**src/hdl/qcs_pkg.sv**
```systemverilog
/*
 * Constants shared by the quadrature count source select block:
 * register offsets, field layout, reset values and mode presets.
 * Assumes a 32-bit classic Wishbone register bus and byte addressing.
 */
package qcs_pkg;

  // ==========================================================
  // register byte offsets
  localparam logic [7:0] OFS_CTRL   = 8'h00;
  localparam logic [7:0] OFS_MODE   = 8'h04;
  localparam logic [7:0] OFS_START  = 8'h08;
  localparam logic [7:0] OFS_STOP   = 8'h0c;
  localparam logic [7:0] OFS_CLEAR  = 8'h10;
  localparam logic [7:0] OFS_UP     = 8'h14;
  localparam logic [7:0] OFS_DOWN   = 8'h18;
  localparam logic [7:0] OFS_COUNT  = 8'h1c;
  localparam logic [7:0] OFS_STATUS = 8'h20;

  // ==========================================================
  // source set layout: [7:0] phase conditions, [15:8] trigger edges
  localparam int SRC_W   = 16;
  localparam int PH_W    = 8;
  localparam int TRG_W   = 8;
  localparam int CNT_W   = 32;
  localparam int NIN     = 6;  // phase a, phase b, triggers a..d
  localparam int MODE_W  = 3;

  // ctrl fields
  localparam int CTRL_START_BIT = 0;  // write 1: start counting
  localparam int CTRL_STOP_BIT  = 1;  // write 1: stop counting
  localparam int CTRL_CLEAR_BIT = 2;  // write 1: clear counter

  // status fields
  localparam int STAT_RUN_BIT = 0;
  localparam int STAT_DIR_BIT = 1;

  // ==========================================================
  // mode codes
  localparam logic [MODE_W-1:0] MODE_CUSTOM = 3'h0;
  localparam logic [MODE_W-1:0] MODE_1      = 3'h1;
  localparam logic [MODE_W-1:0] MODE_2_1    = 3'h2;
  localparam logic [MODE_W-1:0] MODE_2_2    = 3'h3;
  localparam logic [MODE_W-1:0] MODE_2_3    = 3'h4;
  localparam logic [MODE_W-1:0] MODE_3_1    = 3'h5;
  localparam logic [MODE_W-1:0] MODE_3_2    = 3'h6;

  // phase condition presets; bit order:
  // 0 a rise b0, 1 a rise b1, 2 a fall b0, 3 a fall b1,
  // 4 b rise a0, 5 b rise a1, 6 b fall a0, 7 b fall a1
  localparam logic [PH_W-1:0] UP_M1    = 8'h69;
  localparam logic [PH_W-1:0] DN_M1    = 8'h96;
  localparam logic [PH_W-1:0] UP_M2_1  = 8'h08;
  localparam logic [PH_W-1:0] DN_M2_1  = 8'h04;
  localparam logic [PH_W-1:0] UP_M2_2  = 8'h02;
  localparam logic [PH_W-1:0] DN_M2_2  = 8'h01;
  localparam logic [PH_W-1:0] UP_M2_3  = 8'h0a;
  localparam logic [PH_W-1:0] DN_M2_3  = 8'h05;
  localparam logic [PH_W-1:0] UP_M3_1  = 8'h08;
  localparam logic [PH_W-1:0] DN_M3_1  = 8'h80;
  localparam logic [PH_W-1:0] UP_M3_2  = 8'h02;
  localparam logic [PH_W-1:0] DN_M3_2  = 8'h20;

  // ==========================================================
  // reset values
  localparam logic [SRC_W-1:0]  SRC_RST   = 16'h0000;
  localparam logic [CNT_W-1:0]  CNT_RST   = 32'h0000_0000;
  localparam logic [MODE_W-1:0] MODE_RST  = 3'h0;

endpackage

```
**src/hdl/qcs_edge.sv**
```systemverilog
/*
 * Input conditioner: two-stage synchroniser per input, then a
 * third stage for edge detection.
 * Assumes inputs may be asynchronous to clk_i.
 */
`timescale 1ns/1ps

module qcs_edge (
  input  wire logic                    clk_i,
  input  wire logic                    rst_i,
  input  wire logic [qcs_pkg::NIN-1:0] raw_i,
  output logic      [qcs_pkg::NIN-1:0] lvl_o,
  output logic      [qcs_pkg::NIN-1:0] rise_o,
  output logic      [qcs_pkg::NIN-1:0] fall_o
);

  // ==========================================================
  // per-input synchroniser and edge stage
  logic [qcs_pkg::NIN-1:0] meta_r;
  logic [qcs_pkg::NIN-1:0] sync_r;
  logic [qcs_pkg::NIN-1:0] prev_r;

  genvar gi;
  generate
    for (gi = 0; gi < qcs_pkg::NIN; gi++) begin : g_in
      // meta stage feeds only the sync stage
      always_ff @(posedge clk_i) begin
        if (rst_i) begin
          meta_r[gi] <= 1'b0;
          sync_r[gi] <= 1'b0;
          prev_r[gi] <= 1'b0;
        end else begin
          meta_r[gi] <= raw_i[gi];
          sync_r[gi] <= meta_r[gi];
          prev_r[gi] <= sync_r[gi];
        end
      end
      assign rise_o[gi] = sync_r[gi] & ~prev_r[gi];
      assign fall_o[gi] = ~sync_r[gi] & prev_r[gi];
    end
  endgenerate

  // level seen before the current edge
  assign lvl_o = prev_r;

endmodule

```
**src/hdl/qcs_top.sv**
```systemverilog
/*
 * Quadrature count source select with 32-bit up/down counter and
 * classic Wishbone register slave.
 * Assumes one clock (200 MHz), synchronous active-high reset, and a
 * single-cycle classic Wishbone master.
 */
// Local design decisions: the Wishbone register port and the register offsets.
// How it works
// - Mode 1 up: a rise with b low, a fall with b high, b rise with a high, b fall with a low.
// - Mode 1 down: a rise with b high, a fall with b low, b rise with a low, b fall with a high.
// - In mode 2-1 only a falling edge of phase a with b high counts up.
// - In mode 2-1 only a falling edge of phase a with b low counts down.
// - In mode 2-2 only a rising edge of phase a with b high counts up.
// - In mode 2-2 only a rising edge of phase a with b low counts down.
// - In mode 2-3 both edges of phase a with b high count up.
// - In mode 2-3 both edges of phase a with b low count down.
// - In mode 3-1 only a falling edge of phase a with b high counts up.
// - In mode 3-1 only a falling edge of phase b with a high counts down.
// - In mode 3-2 only a rising edge of phase a with b high counts up.
// - In mode 3-2 only a rising edge of phase b with a high counts down.
// - External trigger edges never act as up or down count sources.
// - Start, stop, clear, up and down each have their own per-edge enable set.
// - The counter is an independent 32-bit up/down counter.
`timescale 1ns/1ps

module qcs_top (
  input  wire logic        clk_i,
  input  wire logic        rst_i,
  // wishbone slave
  input  wire logic        wb_cyc_i,
  input  wire logic        wb_stb_i,
  input  wire logic        wb_we_i,
  input  wire logic [7:0]  wb_adr_i,
  input  wire logic [3:0]  wb_sel_i,
  input  wire logic [31:0] wb_dat_i,
  output logic      [31:0] wb_dat_o,
  output logic             wb_ack_o,
  // encoder and triggers
  input  wire logic        phase_a_input_i,
  input  wire logic        phase_b_input_i,
  input  wire logic        ext_trigger_a_i,
  input  wire logic        ext_trigger_b_i,
  input  wire logic        ext_trigger_c_i,
  input  wire logic        ext_trigger_d_i,
  // status
  output logic      [31:0] count_o,
  output logic             running_o,
  output logic             dir_down_o
);

  // ==========================================================
  // state
  typedef enum logic [1:0] {
    QCS_IDLE = 2'b01,
    QCS_RUN  = 2'b10
  } qcs_state_t;

  qcs_state_t                      state_r;
  qcs_state_t                      state_nxt;
  logic [qcs_pkg::MODE_W-1:0]      mode_r;
  logic [qcs_pkg::SRC_W-1:0]       start_src_r;
  logic [qcs_pkg::SRC_W-1:0]       stop_src_r;
  logic [qcs_pkg::SRC_W-1:0]       clear_src_r;
  logic [qcs_pkg::PH_W-1:0]        up_src_r;
  logic [qcs_pkg::PH_W-1:0]        dn_src_r;
  logic [qcs_pkg::CNT_W-1:0]       cnt_r;
  logic [qcs_pkg::CNT_W-1:0]       cnt_nxt;
  logic                            dir_r;
  logic [31:0]                     rdat_r;
  logic                            ack_r;

  // ==========================================================
  // input conditioning
  logic [qcs_pkg::NIN-1:0] lvl;
  logic [qcs_pkg::NIN-1:0] rise;
  logic [qcs_pkg::NIN-1:0] fall;
  logic [qcs_pkg::NIN-1:0] raw;

  assign raw = {ext_trigger_d_i, ext_trigger_c_i, ext_trigger_b_i,
                ext_trigger_a_i, phase_b_input_i, phase_a_input_i};

  qcs_edge u_edge (
    .clk_i  (clk_i),
    .rst_i  (rst_i),
    .raw_i  (raw),
    .lvl_o  (lvl),
    .rise_o (rise),
    .fall_o (fall)
  );

  // ==========================================================
  // edge conditions
  wire a_lvl = lvl[0];
  wire b_lvl = lvl[1];
  wire [qcs_pkg::PH_W-1:0] ph_ev;
  wire [qcs_pkg::TRG_W-1:0] trg_ev;

  assign ph_ev[0] = rise[0] & ~b_lvl;
  assign ph_ev[1] = rise[0] &  b_lvl;
  assign ph_ev[2] = fall[0] & ~b_lvl;
  assign ph_ev[3] = fall[0] &  b_lvl;
  assign ph_ev[4] = rise[1] & ~a_lvl;
  assign ph_ev[5] = rise[1] &  a_lvl;
  assign ph_ev[6] = fall[1] & ~a_lvl;
  assign ph_ev[7] = fall[1] &  a_lvl;

  // trigger edges: rise/fall pairs for a..d
  assign trg_ev = {fall[5], rise[5], fall[4], rise[4],
                   fall[3], rise[3], fall[2], rise[2]};

  wire [qcs_pkg::SRC_W-1:0] all_ev = {trg_ev, ph_ev};

  wire start_hit = |(all_ev & start_src_r);
  wire stop_hit  = |(all_ev & stop_src_r);
  wire clear_hit = |(all_ev & clear_src_r);
  // up/down sets hold phase bits only
  wire up_hit    = |(ph_ev & up_src_r);
  wire dn_hit    = |(ph_ev & dn_src_r);

  // ==========================================================
  // bus decode
  wire        req     = wb_cyc_i & wb_stb_i & ~ack_r;
  wire        wr      = req & wb_we_i;
  wire [31:0] bmask   = {{8{wb_sel_i[3]}}, {8{wb_sel_i[2]}},
                         {8{wb_sel_i[1]}}, {8{wb_sel_i[0]}}};
  wire        wr_ctrl = wr & (wb_adr_i == qcs_pkg::OFS_CTRL);
  wire        wr_mode = wr & (wb_adr_i == qcs_pkg::OFS_MODE) & wb_sel_i[0];
  wire        wr_strt = wr & (wb_adr_i == qcs_pkg::OFS_START);
  wire        wr_stop = wr & (wb_adr_i == qcs_pkg::OFS_STOP);
  wire        wr_clr  = wr & (wb_adr_i == qcs_pkg::OFS_CLEAR);
  wire        wr_up   = wr & (wb_adr_i == qcs_pkg::OFS_UP);
  wire        wr_dn   = wr & (wb_adr_i == qcs_pkg::OFS_DOWN);
  wire        wr_cnt  = wr & (wb_adr_i == qcs_pkg::OFS_COUNT);

  wire sw_start = wr_ctrl & wb_sel_i[0] & wb_dat_i[qcs_pkg::CTRL_START_BIT];
  wire sw_stop  = wr_ctrl & wb_sel_i[0] & wb_dat_i[qcs_pkg::CTRL_STOP_BIT];
  wire sw_clear = wr_ctrl & wb_sel_i[0] & wb_dat_i[qcs_pkg::CTRL_CLEAR_BIT];

  // masked merge helpers
  wire [qcs_pkg::SRC_W-1:0] wmask16 = bmask[qcs_pkg::SRC_W-1:0];
  wire [qcs_pkg::SRC_W-1:0] wdat16  = wb_dat_i[qcs_pkg::SRC_W-1:0];
  wire [qcs_pkg::PH_W-1:0]  wmask8  = bmask[qcs_pkg::PH_W-1:0];
  wire [qcs_pkg::PH_W-1:0]  wdat8   = wb_dat_i[qcs_pkg::PH_W-1:0];
  wire [qcs_pkg::MODE_W-1:0] wmode  = wb_dat_i[qcs_pkg::MODE_W-1:0];

  // ==========================================================
  // mode presets
  logic [qcs_pkg::PH_W-1:0] pre_up;
  logic [qcs_pkg::PH_W-1:0] pre_dn;
  logic                     pre_ok;

  always_comb begin
    pre_ok = 1'b1;
    pre_up = up_src_r;
    pre_dn = dn_src_r;
    case (wmode)
      qcs_pkg::MODE_1: begin
        pre_up = qcs_pkg::UP_M1;
        pre_dn = qcs_pkg::DN_M1;
      end
      qcs_pkg::MODE_2_1: begin
        pre_up = qcs_pkg::UP_M2_1;
        pre_dn = qcs_pkg::DN_M2_1;
      end
      qcs_pkg::MODE_2_2: begin
        pre_up = qcs_pkg::UP_M2_2;
        pre_dn = qcs_pkg::DN_M2_2;
      end
      // 2-3 up both a edges b1
      // 2-3 down both a edges b0
      qcs_pkg::MODE_2_3: begin
        pre_up = qcs_pkg::UP_M2_3;
        pre_dn = qcs_pkg::DN_M2_3;
      end
      qcs_pkg::MODE_3_1: begin
        pre_up = qcs_pkg::UP_M3_1;
        pre_dn = qcs_pkg::DN_M3_1;
      end
      qcs_pkg::MODE_3_2: begin
        pre_up = qcs_pkg::UP_M3_2;
        pre_dn = qcs_pkg::DN_M3_2;
      end
      default: begin
        pre_ok = 1'b0;  // custom: keep sets
      end
    endcase
  end

  // ==========================================================
  // configuration registers
  always_ff @(posedge clk_i) begin
    if (rst_i) begin
      mode_r      <= qcs_pkg::MODE_RST;
      start_src_r <= qcs_pkg::SRC_RST;
      stop_src_r  <= qcs_pkg::SRC_RST;
      clear_src_r <= qcs_pkg::SRC_RST;
    end else begin
      if (wr_mode)
        mode_r <= wmode;
      if (wr_strt)
        start_src_r <= (start_src_r & ~wmask16) | (wdat16 & wmask16);
      if (wr_stop)
        stop_src_r <= (stop_src_r & ~wmask16) | (wdat16 & wmask16);
      if (wr_clr)
        clear_src_r <= (clear_src_r & ~wmask16) | (wdat16 & wmask16);
    end
  end

  // up/down sets have no trigger bits
  always_ff @(posedge clk_i) begin
    if (rst_i) begin
      up_src_r <= qcs_pkg::SRC_RST[qcs_pkg::PH_W-1:0];
      dn_src_r <= qcs_pkg::SRC_RST[qcs_pkg::PH_W-1:0];
    end else if (wr_mode & pre_ok) begin
      up_src_r <= pre_up;
      dn_src_r <= pre_dn;
    end else begin
      if (wr_up)
        up_src_r <= (up_src_r & ~wmask8) | (wdat8 & wmask8);
      if (wr_dn)
        dn_src_r <= (dn_src_r & ~wmask8) | (wdat8 & wmask8);
    end
  end

  // ==========================================================
  // run state: stop wins over start
  always_comb begin
    state_nxt = state_r;
    case (state_r)
      QCS_IDLE: begin
        if ((start_hit | sw_start) & ~(stop_hit | sw_stop))
          state_nxt = QCS_RUN;
      end
      QCS_RUN: begin
        if (stop_hit | sw_stop)
          state_nxt = QCS_IDLE;
      end
      default: begin
        state_nxt = QCS_IDLE;
      end
    endcase
  end

  always_ff @(posedge clk_i) begin
    if (rst_i)
      state_r <= QCS_IDLE;
    else
      state_r <= state_nxt;
  end

  // ==========================================================
  // counter next value: clear, bus write, then count
  wire running = (state_r == QCS_RUN);

  always_comb begin
    cnt_nxt = cnt_r;
    if (clear_hit | sw_clear)
      cnt_nxt = qcs_pkg::CNT_RST;
    else if (wr_cnt)
      cnt_nxt = (cnt_r & ~bmask) | (wb_dat_i & bmask);
    // no hit or both hits, no change
    else if (running & up_hit & ~dn_hit)
      cnt_nxt = cnt_r + 32'h0000_0001;
    else if (running & dn_hit & ~up_hit)
      cnt_nxt = cnt_r - 32'h0000_0001;
  end

  always_ff @(posedge clk_i) begin
    if (rst_i) begin
      cnt_r <= qcs_pkg::CNT_RST;
      dir_r <= 1'b0;
    end else begin
      cnt_r <= cnt_nxt;
      if (running & (up_hit ^ dn_hit))
        dir_r <= dn_hit;
    end
  end

  // ==========================================================
  // read mux
  logic [31:0] rmux;

  always_comb begin
    rmux = 32'h0000_0000;
    case (wb_adr_i)
      qcs_pkg::OFS_MODE:   rmux[qcs_pkg::MODE_W-1:0] = mode_r;
      qcs_pkg::OFS_START:  rmux[qcs_pkg::SRC_W-1:0]  = start_src_r;
      qcs_pkg::OFS_STOP:   rmux[qcs_pkg::SRC_W-1:0]  = stop_src_r;
      qcs_pkg::OFS_CLEAR:  rmux[qcs_pkg::SRC_W-1:0]  = clear_src_r;
      qcs_pkg::OFS_UP:     rmux[qcs_pkg::PH_W-1:0]   = up_src_r;
      qcs_pkg::OFS_DOWN:   rmux[qcs_pkg::PH_W-1:0]   = dn_src_r;
      qcs_pkg::OFS_COUNT:  rmux = cnt_r;
      qcs_pkg::OFS_STATUS: begin
        rmux[qcs_pkg::STAT_RUN_BIT] = running;
        rmux[qcs_pkg::STAT_DIR_BIT] = dir_r;
      end
      default: rmux = 32'h0000_0000;  // ctrl and unmapped
    endcase
  end

  // ==========================================================
  // bus answer: one cycle after request, one-cycle ack
  always_ff @(posedge clk_i) begin
    if (rst_i) begin
      ack_r  <= 1'b0;
      rdat_r <= 32'h0000_0000;
    end else begin
      ack_r <= req;
      if (req & ~wb_we_i)
        rdat_r <= rmux;
    end
  end

  // ==========================================================
  // outputs
  logic        run_r;

  always_ff @(posedge clk_i) begin
    if (rst_i)
      run_r <= 1'b0;
    else
      run_r <= (state_nxt == QCS_RUN);
  end

  assign wb_ack_o   = ack_r;
  assign wb_dat_o   = rdat_r;
  assign count_o    = cnt_r;
  assign running_o  = run_r;
  assign dir_down_o = dir_r;

endmodule

```
**config.mk**
```make
export PLATFORM = sky130hd
export DESIGN_NAME = qcs_top
export DESIGN_NICKNAME = d
export VERILOG_FILES = /design/src/hdl/qcs_pkg.sv /design/src/hdl/qcs_edge.sv /design/src/hdl/qcs_top.sv
export SDC_FILE = /design/constraint.sdc
export NUM_CORES = 1
export LEC_CHECK = 0
export ABC_AREA = 1
export BUFFER_PORTS_ARGS = -buffer_cell sky130_fd_sc_hd__clkbuf_2
export CAP_MARGIN = 20
export CORE_UTILIZATION = 53
export DETAILED_ROUTE_END_ITERATION = 10
export PLACE_DENSITY_LB_ADDON = 0.05
export SLEW_MARGIN = 10
export SYNTH_ARGS = -nofsm -noshare
export SYNTH_HDL_FRONTEND = slang
export SYNTH_SLANG_ARGS = --single-unit
```
**constraint.sdc**
```tcl
create_clock -name clk_i -period 3 [get_ports clk_i]
set_input_delay 0.15 -clock clk_i [delete_from_list [all_inputs] [get_ports clk_i]]
set_output_delay 0.15 -clock clk_i [all_outputs]
set_load 0.02 [all_outputs]
```
==> run summary, run 1 <==
Initial core utilization: 53.99%
Flops & latches, synth: 154
Wire per inst: 18.53 um
CTS root buf: clkbuf_16
Kind of critical path: reg -> reg
Clock Latency Late Sink: 0.44 ns
Final setup vio count: 0
Number of synthesized flops with an enable pin: 0
Internal: 3.278 mW
Final Util: 69.78%
Area of the core region: 0.01796 mm^2
Worst-case reg-to-reg path depth: 19
Min-Delay Path Depth: 3
Sw frac: 28.12%
Delay-heaviest family, CP: simple AND/OR/NAND/NOR gates
Final hold violations: 0
Worst Path Arrival: 3.32 ns
Minimum clock period: 2.997 ns
Drt drc: 0
Fin. max-slew vios: 0
Fmax achieved: 333.7 MHz
H-tree lvl count: 4
Synth warn: 0
R2R setup slack: 0.003 ns
Comb pwr share: 5.8%
Placement Setup Slack: -0.1392 ns
Routed via count: 11037
CTS max path bufs: 2
Sequential-to-total area share from yosys stat: 31.79%
Pleak: 5.660 nW
RSZ-0062 raised after global routing: true
Maximum vdd drop: 582.6 uV
Tightest Pin Transition: 0.9815 ns
Share of power burned in registers: 45.3%
TritonRoute pass-1 iters: 10
Multiplexer area fraction after synthesis: 0%
Synth Instances: 1515
P&R area growth vs syn: 29.26%
PwrDens: 363.8 mW/mm^2
Status: completed
Critical Path RT: 3.32 ns
Fraction of layout cells with a size suffix above 1: 25.44%
Die ar.: 0.01884 mm^2
Worst Skew: 0.01313 ns
Yosys cell types: 43
Adder-cell share of the synthesized area: 4.464%
Worst setup margin: 0.002867 ns
Number of port buffers: 121
Clk pwr share: 48.9%
FF-to-FF Start: u_edge.lvl_o[0]
Die width: 137.3 um
Top FF cell, synth: dfxtp_1
Site Rows: 49
HP Start: wb_dat_i[11]
Critical Path Fanout Max: 6
Hold slack: 0.01539 ns
Fraction of registers with async set/reset: 0%
Crit end category: flop
Syn_area_per_cell: 6.401 um^2
HPWL after DPL: 25530 um
Mapped Nets: 1604
Nets: 1786
Xor and xnor fraction of the mapped netlist area: 0.7225%
Gr usage total: 35.86%
Worst stage delay on the critical path: 0.37 ns
Clk sinks: 154
CP bufs+invs: 3
TritonCTS buffer count: 17
Complex-gate fraction of the synthesized area: 17.11%
Setup TNS: 0 ns
Vias/cell: 5.689
Psw: 1.282 mW
Worst hold-check path type: in -> reg
Maxcap violations: 0
Total wire length: 35950 um
GP Congestion: 0.9832
Die height: 137.3 um
Most frequent CP cell: nand2_1
DRT iter0 DRCs: 1291
CTS tree: done
Total Power: 4.560 mW
Pin count of the biggest net entering global routing: 61
I/O pin cnt: 122
Filler cell count: 1570
Crit share post-route: 99.90%
Post-Synth Simple-Gate Area: 34.51%
Critical-path cell list: buf_6, nand4_1, nand2_1, inv_1, nand2_1, nor2_4, nand3_4, buf_6, ha_4, or2_4, nand3b_1, nand2_2, nand2_2, nand3_2, or2_4, nand3_2, nand2_1, nor2_1, nor2_1
Post-route ant nets: 0
Gr ovfl total: 0
First-pass GRT wire length: 50450 um
Critical Path Source Type: flop
Clk slew on worst S/H paths: 0.07 ns
Vias in the first global route: 9071
Area of the mapped netlist: 0.009698 mm^2
Max-Slew Margin vs Limit: 34.50%
Largest family of logic cells by synthesized area: simple AND/OR/NAND/NOR gates
Initial antenna violation count: 1
CP max-delay cell: dfxtp_4
[placed cells by master (no fill, tap or decap), types with 6 or more instances in the layout]
master         instances
nand2_1              304
inv_1                202
nor2_1               172
dfxtp_1              151
clkbuf_2             120
nand3_1              116
a21oi_1               86
o21ai_0               79
buf_4                 69
nand2_2               48
nand4_1               29
ha_4                  26
a211oi_1              24
nor2_2                23
o21ai_1               20
a21oi_2               20
o22ai_1               19
clkbuf_16             18
inv_2                 15
dlygate4sd3_1         13
nor2_4                12
nor3_1                10
o21ai_2               10
nand3_2                9
nand2_4                9
a31oi_1                9
nand3b_1               7
o2111ai_1              7
ha_1                   7
clkinv_8               7
o21bai_1               6
[worst max path at each step]
| stage | cells after the start | end | startpoint | slack (ns) |
|---|---|---|---|---|
| 2_1_floorplan | 19 | flop | u_edge.lvl_o[1] | 0.09 |
| 3_3_place_gp | 20 | flop | u_edge.lvl_o[1] | -0.06 |
| 3_5_place_dp | 20 | flop | u_edge.lvl_o[0] | -0.14 |
| 4_1_cts | 18 | flop | u_edge.lvl_o[1] | -0.03 |
| 5_1_grt | 22 | flop | u_edge.lvl_o[0] | -0.17 |
| 6_report | 19 | flop | u_edge.lvl_o[0] | 0.003 |
[cells by family after synthesis]
logic type	Yosys count
compound gates	292
fa+ha+maj	34
xor+xnor	8
flops	154
buf+inv	272
simple gates	755
[power by group through the flow]
stage | registers (mW) | clock network [mW] | logic (mW)
2_1_floorplan | 2.11 | 0 | 0.141
3_3_place_gp | 2.11 | 0 | 0.237
3_5_place_dp | 2.11 | 0 | 0.239
4_1_cts | 2.07 | 2.23 | 0.254
5_1_grt | 2.07 | 2.32 | 0.290
6_report | 2.07 | 2.23 | 0.265
[layer usage]
layer | track usage [%] | part of all wire (%)
met1 | 52.90 | 44
met2 | 51.35 | 43
met3 | 8.462 | 11
met4 | 9.585 | 2.1
met5 | 0 | 0
[tightest hold or removal path, cell delays in order]
cell and delay [ns]:
clkbuf_2 0.12, inv_1 0.08, a211oi_1 0.06
[layout make-up]
type / count / area [um^2] / share of cell area [%]
multi-input cells: 1090 / 6285 / 50.13
diodes: 1 / 2.502 / 0.01996
clock inverters: 15 / 195.2 / 1.557
inverters: 219 / 827.0 / 6.597
clock buffers: 17 / 425.4 / 3.394
well taps: 229 / 286.5 / 2.286
repair buffers: 215 / 1425 / 11.37
flip-flops and latches: 154 / 3089 / 24.64
[Yosys cell counts (all sizes together), types with 9 or more instances]
master / n / share of area [%]
o22ai: 19 / 1.2
a31oi: 9 / 0.58
inv: 219 / 8.5
a211oi: 24 / 1.9
nor2: 207 / 8.7
buf: 32 / 2.1
o21ai: 109 / 5.8
nand2: 363 / 15
a21oi: 111 / 6.0
dfxtp: 154 / 32
clkbuf: 21 / 0.81
ha: 33 / 4.3
nor3: 18 / 1.4
nand4: 29 / 1.9
nand3: 128 / 6.9
[repair_timing]
item	4_1_cts	5_1_grt
hold buffers	13	0
hold endpoints to repair	17	0
gates resized for setup	10	179
endpoints found under the setup margin	15	27
gates cloned	1	2
pin swaps	1	42
buffers inserted	4	13
[through the flow]
stage / cells / instance area, um^2
after floorplan: 1515 / 9698
after global placement: 1873 / 10770
after detailed placement: 1873 / 10770
after CTS: 1923 / 11600
after global routing: 1939 / 12530
final: 1940 / 12540
No activity file was read; power rests on OpenSTA's default activity.
==> inputs of run 2 (changes only) <==
--- a/config.mk
+++ b/config.mk
@@ -5,10 +5,10 @@
 export SDC_FILE = /design/constraint.sdc
 export NUM_CORES = 1
 export LEC_CHECK = 0
-export ABC_AREA = 1
+export ABC_AREA = 0
 export BUFFER_PORTS_ARGS = -buffer_cell sky130_fd_sc_hd__clkbuf_2
 export CAP_MARGIN = 20
-export CORE_UTILIZATION = 53
+export CORE_UTILIZATION = 52
 export DETAILED_ROUTE_END_ITERATION = 10
 export PLACE_DENSITY_LB_ADDON = 0.05
 export SLEW_MARGIN = 10
==> run 2 against run 1 <==
  * The run now ends with negative setup slack left
  * Sequential power is essentially flat
  * First-iteration DRC count shrank 35%
  * Clock power is essentially flat
  * Via count shrank 18%
  * Clock-buffer cell count is the same
  * Die area shrank 10%
  * Final area shrank 7.9%
  * Combinational power is essentially flat
  * Core utilization grew 2.6 points
  * Worst hold slack gained 0.017 ns
  * Worst setup slack lost 0.71 ns
==> run summary, run 2 <==
Status: complete, but fails checks
Violated checks: negative setup slack
Vias in the first global route: 8066
Max-Slew Margin vs Limit: 45.95%
Filler cell count: 1315
Die height: 129.9 um
Sw frac: 26.51%
Largest family of logic cells by synthesized area: compound AO/OA/AOI/OAI gates
Share of power burned in registers: 45.2%
Post-Layout Cell Count: 1502
Setup TNS: -12.73 ns
R2R setup slack: -0.71 ns
Vias/cell: 6.029
Maximum vdd drop: 444.4 uV
Drt drc: 0
CTS tree: done
Post-route ant nets: 0
Critical Path Fanout Max: 7
CTS root buf: clkbuf_16
Flops & latches, synth: 154
TritonRoute pass-1 iters: 8
Gr usage total: 34.15%
Top FF cell, synth: dfxtp_1
Minimum clock period: 3.712 ns
Sequential-to-total area share from yosys stat: 36.26%
Post-placement cell area: 0.01025 mm^2
Yosys top cell by area: dfxtp_1
Initial core utilization: 53.34%
Total wire length: 29180 um
Critical Path Source Type: flop
HP Start: wb_dat_i[18]
Final hold violations: 0
Tightest Pin Transition: 0.8038 ns
Worst setup margin: -0.7117 ns
First-pass GRT wire length: 43980 um
Mapped Nets: 1127
Dpl cells: 1443
Routed via count: 9055
Yosys cell types: 71
Comb pwr share: 5.8%
CTS max path bufs: 2
Clk slew on worst S/H paths: 0.07 ns
Area of the core region: 0.01594 mm^2
Pin count of the biggest net entering global routing: 69
PwrDens: 396.2 mW/mm^2
Syn_area_per_cell: 8.192 um^2
Crit share post-route: 123.7%
Initial antenna violation count: 0
Register area: 0.003090 mm^2
Yosys top cell area share: 36.26%
Fraction of registers with async set/reset: 0%
Xor and xnor fraction of the mapped netlist area: 2.884%
Fraction of layout cells with a size suffix above 1: 31.49%
I/O pin cnt: 122
RSZ-0062 raised after global routing: true
Nets: 1362
Ant. Diodes: 0
Pleak: 5.051 nW
Min-Delay Path Depth: 3
Final Cell Area: 0.01155 mm^2
Fmax achieved: 269.4 MHz
TritonCTS buffer count: 17
Number of synthesized flops with an enable pin: 0
P&R area growth vs syn: 35.79%
Most frequent cells in the layout: dfxtp_1, nor2_1, buf_4, clkbuf_2, nand2_1
Total Power: 4.575 mW
Post-synth top cells: nor2_1, dfxtp_1, a21oi_1, nand2_1, mux2i_1
DRT iter0 DRCs: 841
FF-to-FF Start: u_edge.sync_r[1]
Fin. max-slew vios: 0
Footprint of the multi-input gates: 0.005640 mm^2
Multiplexer area fraction after synthesis: 8.652%
Worst Path Arrival: 4.03 ns
Synth warn: 0
Clk sinks: 154
Commonest non-fill, non-tap cell in the layout: dfxtp_1
Psw: 1.213 mW
Die width: 129.9 um
Worst hold-check path type: in -> reg
Number of port buffers: 121
Wire per inst: 19.43 um
Final setup vio count: 27
Gr ovfl total: 0
Top post-synthesis cells by area: dfxtp_1, mux2i_1, nor2_1
Worst-case reg-to-reg path depth: 17
Top-count cell post-synth: nor2_1
Clk pwr share: 49.0%
Site Rows: 46
Die ar.: 0.01687 mm^2
Critical Path RT: 3.32 ns
H-tree lvl count: 4
Complex-gate fraction of the synthesized area: 23.01%
Kind of critical path: reg -> reg
Adder-cell share of the synthesized area: 5.091%
Post-Synth Simple-Gate Area: 20.31%
Synth Instances: 1038
Internal: 3.362 mW
GP Congestion: 0.9235
Crit end category: flop
HPWL after DPL: 20420 um
Worst Skew: 0.01387 ns
Maxcap violations: 0
Area of the mapped netlist: 0.008503 mm^2
Clock Latency Late Sink: 0.43 ns
==> run 2: changes by cell type in the layout (fill, tap and decap cells not counted), sizes merged, moves of 21 or more <==
cell	previous run	this run
nor2	207	157
inv	224	24
o21ai	109	40
buf	81	147
nand4	29	8
nand2	363	92
nor2b	0	31
a22oi	0	25
nand3	129	36
mux2i	0	60
==> run 2: cell families after synthesis <==
group / Yosys count
simple gates: 382
compound gates: 295
flops: 154
buf+inv: 74
mux: 71
fa+ha+maj: 34
xor+xnor: 28
==> run 2: worst max path at each step <==
stage,from,endpoint,slack (ns)
after global routing,u_edge.sync_r[0],flop,-0.80
after detailed placement,u_edge.sync_r[0],flop,-0.80
after floorplan,u_edge.sync_r[0],flop,-0.55
after global placement,u_edge.sync_r[0],flop,-0.70
final,u_edge.sync_r[1],flop,-0.71
after CTS,u_edge.sync_r[0],flop,-0.61
==> run 2: metrics by stage <==
step / setup WS, ns / hold WS [ns] / utilization, %
3_5_place_dp: -0.7999 / 0.3652 / 64.29
2_1_floorplan: -0.5503 / 0.2782 / -
3_3_place_gp: -0.7013 / 0.3597 / 64.29
5_1_grt: -0.8041 / 0.03506 / 72.42
6_report: -0.7117 / 0.03246 / 72.42
4_1_cts: -0.6067 / 0.03259 / 69.44
==> run 2: what timing repair did <==
item / in CTS / in global routing
hold buffers: 6 / 0
pin swaps: 19 / 29
cloned: 0 / 2
gates resized for setup: 24 / 65
setup buffers: 9 / 12
setup endpoints to repair: 28 / 28
hold endpoints to repair: 6 / 0
==> run 2: worst max-delay path, cell delays in order, from the launching register on <==
cell	delay (ns)
dfxtp_4	0.38
inv_6	0.09
a22oi_2	0.05
mux4_2	0.52
nand2b_4	0.18
or2_4	0.32
ha_4	0.27
a21o_1	0.18
a21oi_2	0.17
o21ai_4	0.11
a21oi_4	0.24
a211oi_4	0.11
o31ai_4	0.29
buf_12	0.16
o21ai_2	0.05
a211oi_2	0.25
a31oi_1	0.11
o21a_1	0.11
==> run 2: layout make-up <==
| class | count | area share (%) |
|---|---|---|
| Clock inverter | 15 | 1.658 |
| Inverter | 15 | 0.5960 |
| Tap cell | 216 | 2.341 |
| Sequential cell | 154 | 26.77 |
| Timing Repair Buffer | 274 | 16.10 |
| Clock buffer | 17 | 3.684 |
| Multi-Input combinational cell | 811 | 48.85 |
==> run 2: power groups by stage <==
stage / Combinational (mW) / Clock, mW / Sequential (mW)
final: 0.267 / 2.24 / 2.07
after global routing: 0.283 / 2.35 / 2.07
after CTS: 0.258 / 2.25 / 2.07
after detailed placement: 0.248 / 0 / 2.12
after global placement: 0.246 / 0 / 2.11
after floorplan: 0.125 / 0 / 2.12
==> run 2: routing by layer <==
layer	track usage, %	up-vias	wire (um)
met3	5.289	63	2300
li1	-	4277	-
met4	12.18	0	856
met1	48.11	4294	13050
met2	52.88	421	12970
met5	0	-	0
==> inputs of run 3 (changes only) <==
--- a/config.mk
+++ b/config.mk
@@ -6,12 +6,14 @@
 export NUM_CORES = 1
 export LEC_CHECK = 0
 export ABC_AREA = 0
-export BUFFER_PORTS_ARGS = -buffer_cell sky130_fd_sc_hd__clkbuf_2
 export CAP_MARGIN = 20
-export CORE_UTILIZATION = 52
+export CORE_UTILIZATION = 58
+export CTS_BUF_LIST = sky130_fd_sc_hd__clkbuf_4 sky130_fd_sc_hd__clkbuf_8 sky130_fd_sc_hd__clkbuf_16
 export DETAILED_ROUTE_END_ITERATION = 10
+export DONT_BUFFER_PORTS = 1
 export PLACE_DENSITY_LB_ADDON = 0.05
 export SLEW_MARGIN = 10
 export SYNTH_ARGS = -nofsm -noshare
 export SYNTH_HDL_FRONTEND = slang
+export SYNTH_HIERARCHICAL = 1
 export SYNTH_SLANG_ARGS = --single-unit
==> run 3 against run 2 <==
  * The run still ends with negative setup slack left
  * Fmax fell by 2.5%
  * Sequential cell count did not move
  * Total power fell by 4.1%
  * Clock power fell by 7%
  * Synthesized area rose by 0.31%
==> run summary, run 3 <==
Status: complete, but fails checks
Violated checks: negative setup slack
Sequential-to-total area share from yosys stat: 36.14%
Crit end category: flop
CTS max path bufs: 2
Initial core utilization: 60.51%
Final setup vio count: 24
Total Power: 4.388 mW
Share of power burned in registers: 47.4%
Worst hold-check path type: in -> reg
Kind of critical path: reg -> reg
Crit share post-route: 126.9%
Worst Path Arrival: 4.13 ns
FF-to-FF Start: u_edge/lvl_o[0]
Tightest Pin Transition: 0.8626 ns
Top FF cell, synth: dfxtp_1
CP max-delay cell: dfxtp_4
Yosys top cell area share: 36.14%
TritonRoute pass-1 iters: 5
Pin count of the biggest net entering global routing: 121
Most frequent CP cell: buf_4
CTS root buf: clkbuf_16
Max-Slew Margin vs Limit: 42.43%
CTS tree: done
Critical Path RT: 3.32 ns
Number of synthesized flops with an enable pin: 0
Worst stage delay on the critical path: 0.39 ns
Flops & latches, synth: 154
Maximum vdd drop: 381.5 uV
DRT iter0 DRCs: 976
Yosys cell types: 71
Critical Path Fanout Max: 7
Site Rows: 43
Worst Skew: 0.008698 ns
HP Start: wb_dat_i[15]
P&R area growth vs syn: 34.96%
Area of the core region: 0.01410 mm^2
Clk slew on worst S/H paths: 0.07 ns
Fraction of layout cells with a size suffix above 1: 25.63%
Die width: 123.3 um
H-tree lvl count: 4
Clk pwr share: 47.4%
Mapped Nets: 1140
TritonCTS buffer count: 17
Most frequent cells in the layout: buf_4, dfxtp_1, nand2_1, a21oi_1, nor2_1
Maxcap violations: 0
Layer with the highest usage: met2
Synth warn: 6
Routed via count: 9288
Synth Instances: 1051
Syn_area_per_cell: 8.116 um^2
Comb pwr share: 5.2%
Sw frac: 25.75%
Met1 usage: 50.52%
I/O pin cnt: 122
Fraction of registers with async set/reset: 0%
Total wire length: 30650 um
Post-placement cell area: 0.009754 mm^2
Post-route ant nets: 0
Grt met2 use: 62.05%
Clock Latency Late Sink: 0.44 ns
Commonest non-fill, non-tap cell in the layout: buf_4
Top post-synthesis cells by area: dfxtp_1, a21oi_1, nand2_1
Critical-path cell list: nor2b_4, a22o_1, a22oi_2, o211ai_1, nor3_4, bufinv_8, ha_4, and2_4, buf_6, o2111ai_2, o21ai_2, buf_4, o21ai_4, o41ai_4, buf_4, o22ai_2, xnor2_1, a21oi_1, nor2_1
Post-synth top cells: dfxtp_1, nand2_1, a21oi_1, nor2_1
Vias in the first global route: 8624
Clk sinks: 154
Psw: 1.130 mW
Gr ovfl total: 0
M3 GR Usage: 11.16%
CP startpoint: u_edge/lvl_o[0]
HPWL after DPL: 19160 um
Final Util: 81.66%
Minimum clock period: 3.806 ns
Drt drc: 0
Nets: 1309
Die height: 123.3 um
Gr usage total: 39.78%
Vias/cell: 6.573
Critical Path Source Type: flop
Top-count cell post-synth: dfxtp_1
Worst setup margin: -0.8057 ns
Wire per inst: 21.69 um
Ant. Diodes: 0
First-pass GRT wire length: 45860 um
Final Cell Area: 0.01151 mm^2
RSZ-0062 raised after global routing: true
Fmax achieved: 262.8 MHz
Final hold violations: 0
Pleak: 4.671 nW
PwrDens: 381.2 mW/mm^2
Number of port buffers: 0
Initial antenna violation count: 0
Area of the mapped netlist: 0.008529 mm^2
Yosys top cell by area: dfxtp_1
Fin. max-slew vios: 0
Hold slack: 0.004460 ns
Internal: 3.258 mW
Die ar.: 0.01519 mm^2
GP Congestion: 1.006
run 3: cell count changes after synthesis, moves of 6 or more:
cell | previous run | this run
nor2_1 | 156 | 85
nand2_1 | 92 | 147
mux2i_1 | 60 | 34
a21oi_1 | 100 | 114
a22oi_1 | 25 | 37
buf_2 | 1 | 13
a311oi_1 | 12 | 1
nand3_1 | 36 | 47
o221ai_1 | 11 | 21
and2b_1 | 0 | 7
a222oi_1 | 9 | 3
mux2_2 | 10 | 16
nor3_1 | 19 | 25
run 3: per-stage QoR:
stage | instances | worst slack [ns] | TNS, ns
2_1_floorplan | 1051 | -0.7779 | -10.97
3_3_place_gp | 1311 | -0.6953 | -11.24
3_5_place_dp | 1311 | -0.8511 | -12.99
4_1_cts | 1411 | -0.6829 | -10.97
5_1_grt | 1413 | -0.9071 | -16.45
6_report | 1413 | -0.8057 | -13.91
run 3: power by group through the flow:
stage / Combinational [mW] / Sequential, mW / Clock, mW
2_1_floorplan: 0.123 / 2.12 / 0
3_3_place_gp: 0.122 / 2.12 / 0
3_5_place_dp: 0.123 / 2.13 / 0
4_1_cts: 0.220 / 2.08 / 2.07
5_1_grt: 0.240 / 2.08 / 2.18
6_report: 0.227 / 2.08 / 2.08
run 3: path summary, 6_finish.rpt:
path | end | slack (ns) | cells after the start
setup / recovery | flop | -0.81 | 19
hold / removal | flop | 0.004 | 2
setup reg to reg | flop | -0.81 | 19
hold reg to reg | u_edge/sync_r[1] | 0.44 | 1
run 3: per-layer routing:
metal	vias to the layer above	routed length, um
li1	4198	-
met1	4407	12340
met2	558	14010
met3	125	2992
met4	0	1305
met5	-	0
run 3: critical path: cells and delay by family (launching register included):
kind / cells / cell delay, ns
AO/OA/AOI/OAI: 9 / 1.50
XOR/XNOR: 1 / 0.14
adder cells (fa/ha/maj): 1 / 0.29
buffers and inverters: 4 / 0.70
flip-flops: 1 / 0.39
AND/OR/NAND/NOR: 4 / 0.68
run 3: final cells by class:
type                            instances  area, um^2
Clock buffer                           18       432.9
Timing Repair Buffer                  212        1784
Clock inverter                         14       133.9
Multi-Input combinational cell        823        5767
Sequential cell                       154        3089
Inverter                               10       51.30
Tap cell                              180       225.2
Fill cell                             885        2585
Timing Repair inverter                  2       27.53
run 3: repair_timing:
item                                    in CTS  in global routing
pin swaps                                   60                 37
hold endpoints to repair                   152                  0
hold buffers                                44                  0
buffers inserted                            27                  7
gates cloned                                 2                  0
endpoints found under the setup margin      25                 26
gates resized for setup                     88                 26
run 3: cells by family (layout without fill, tap and decap cells):
kind of cell / after synthesis / count (layout) / share of synthesized area [%]
adders and majority gates: 34 / 34 / 5.076
xor gates and xnor gates: 30 / 30 / 3.081
and+or+nand+nor: 384 / 384 / 20.82
buffers and inverters: 74 / 256 / 3.506
muxes: 50 / 50 / 6.102
AOI/OAI and AO/OA: 325 / 325 / 25.28
DFF: 154 / 154 / 36.14
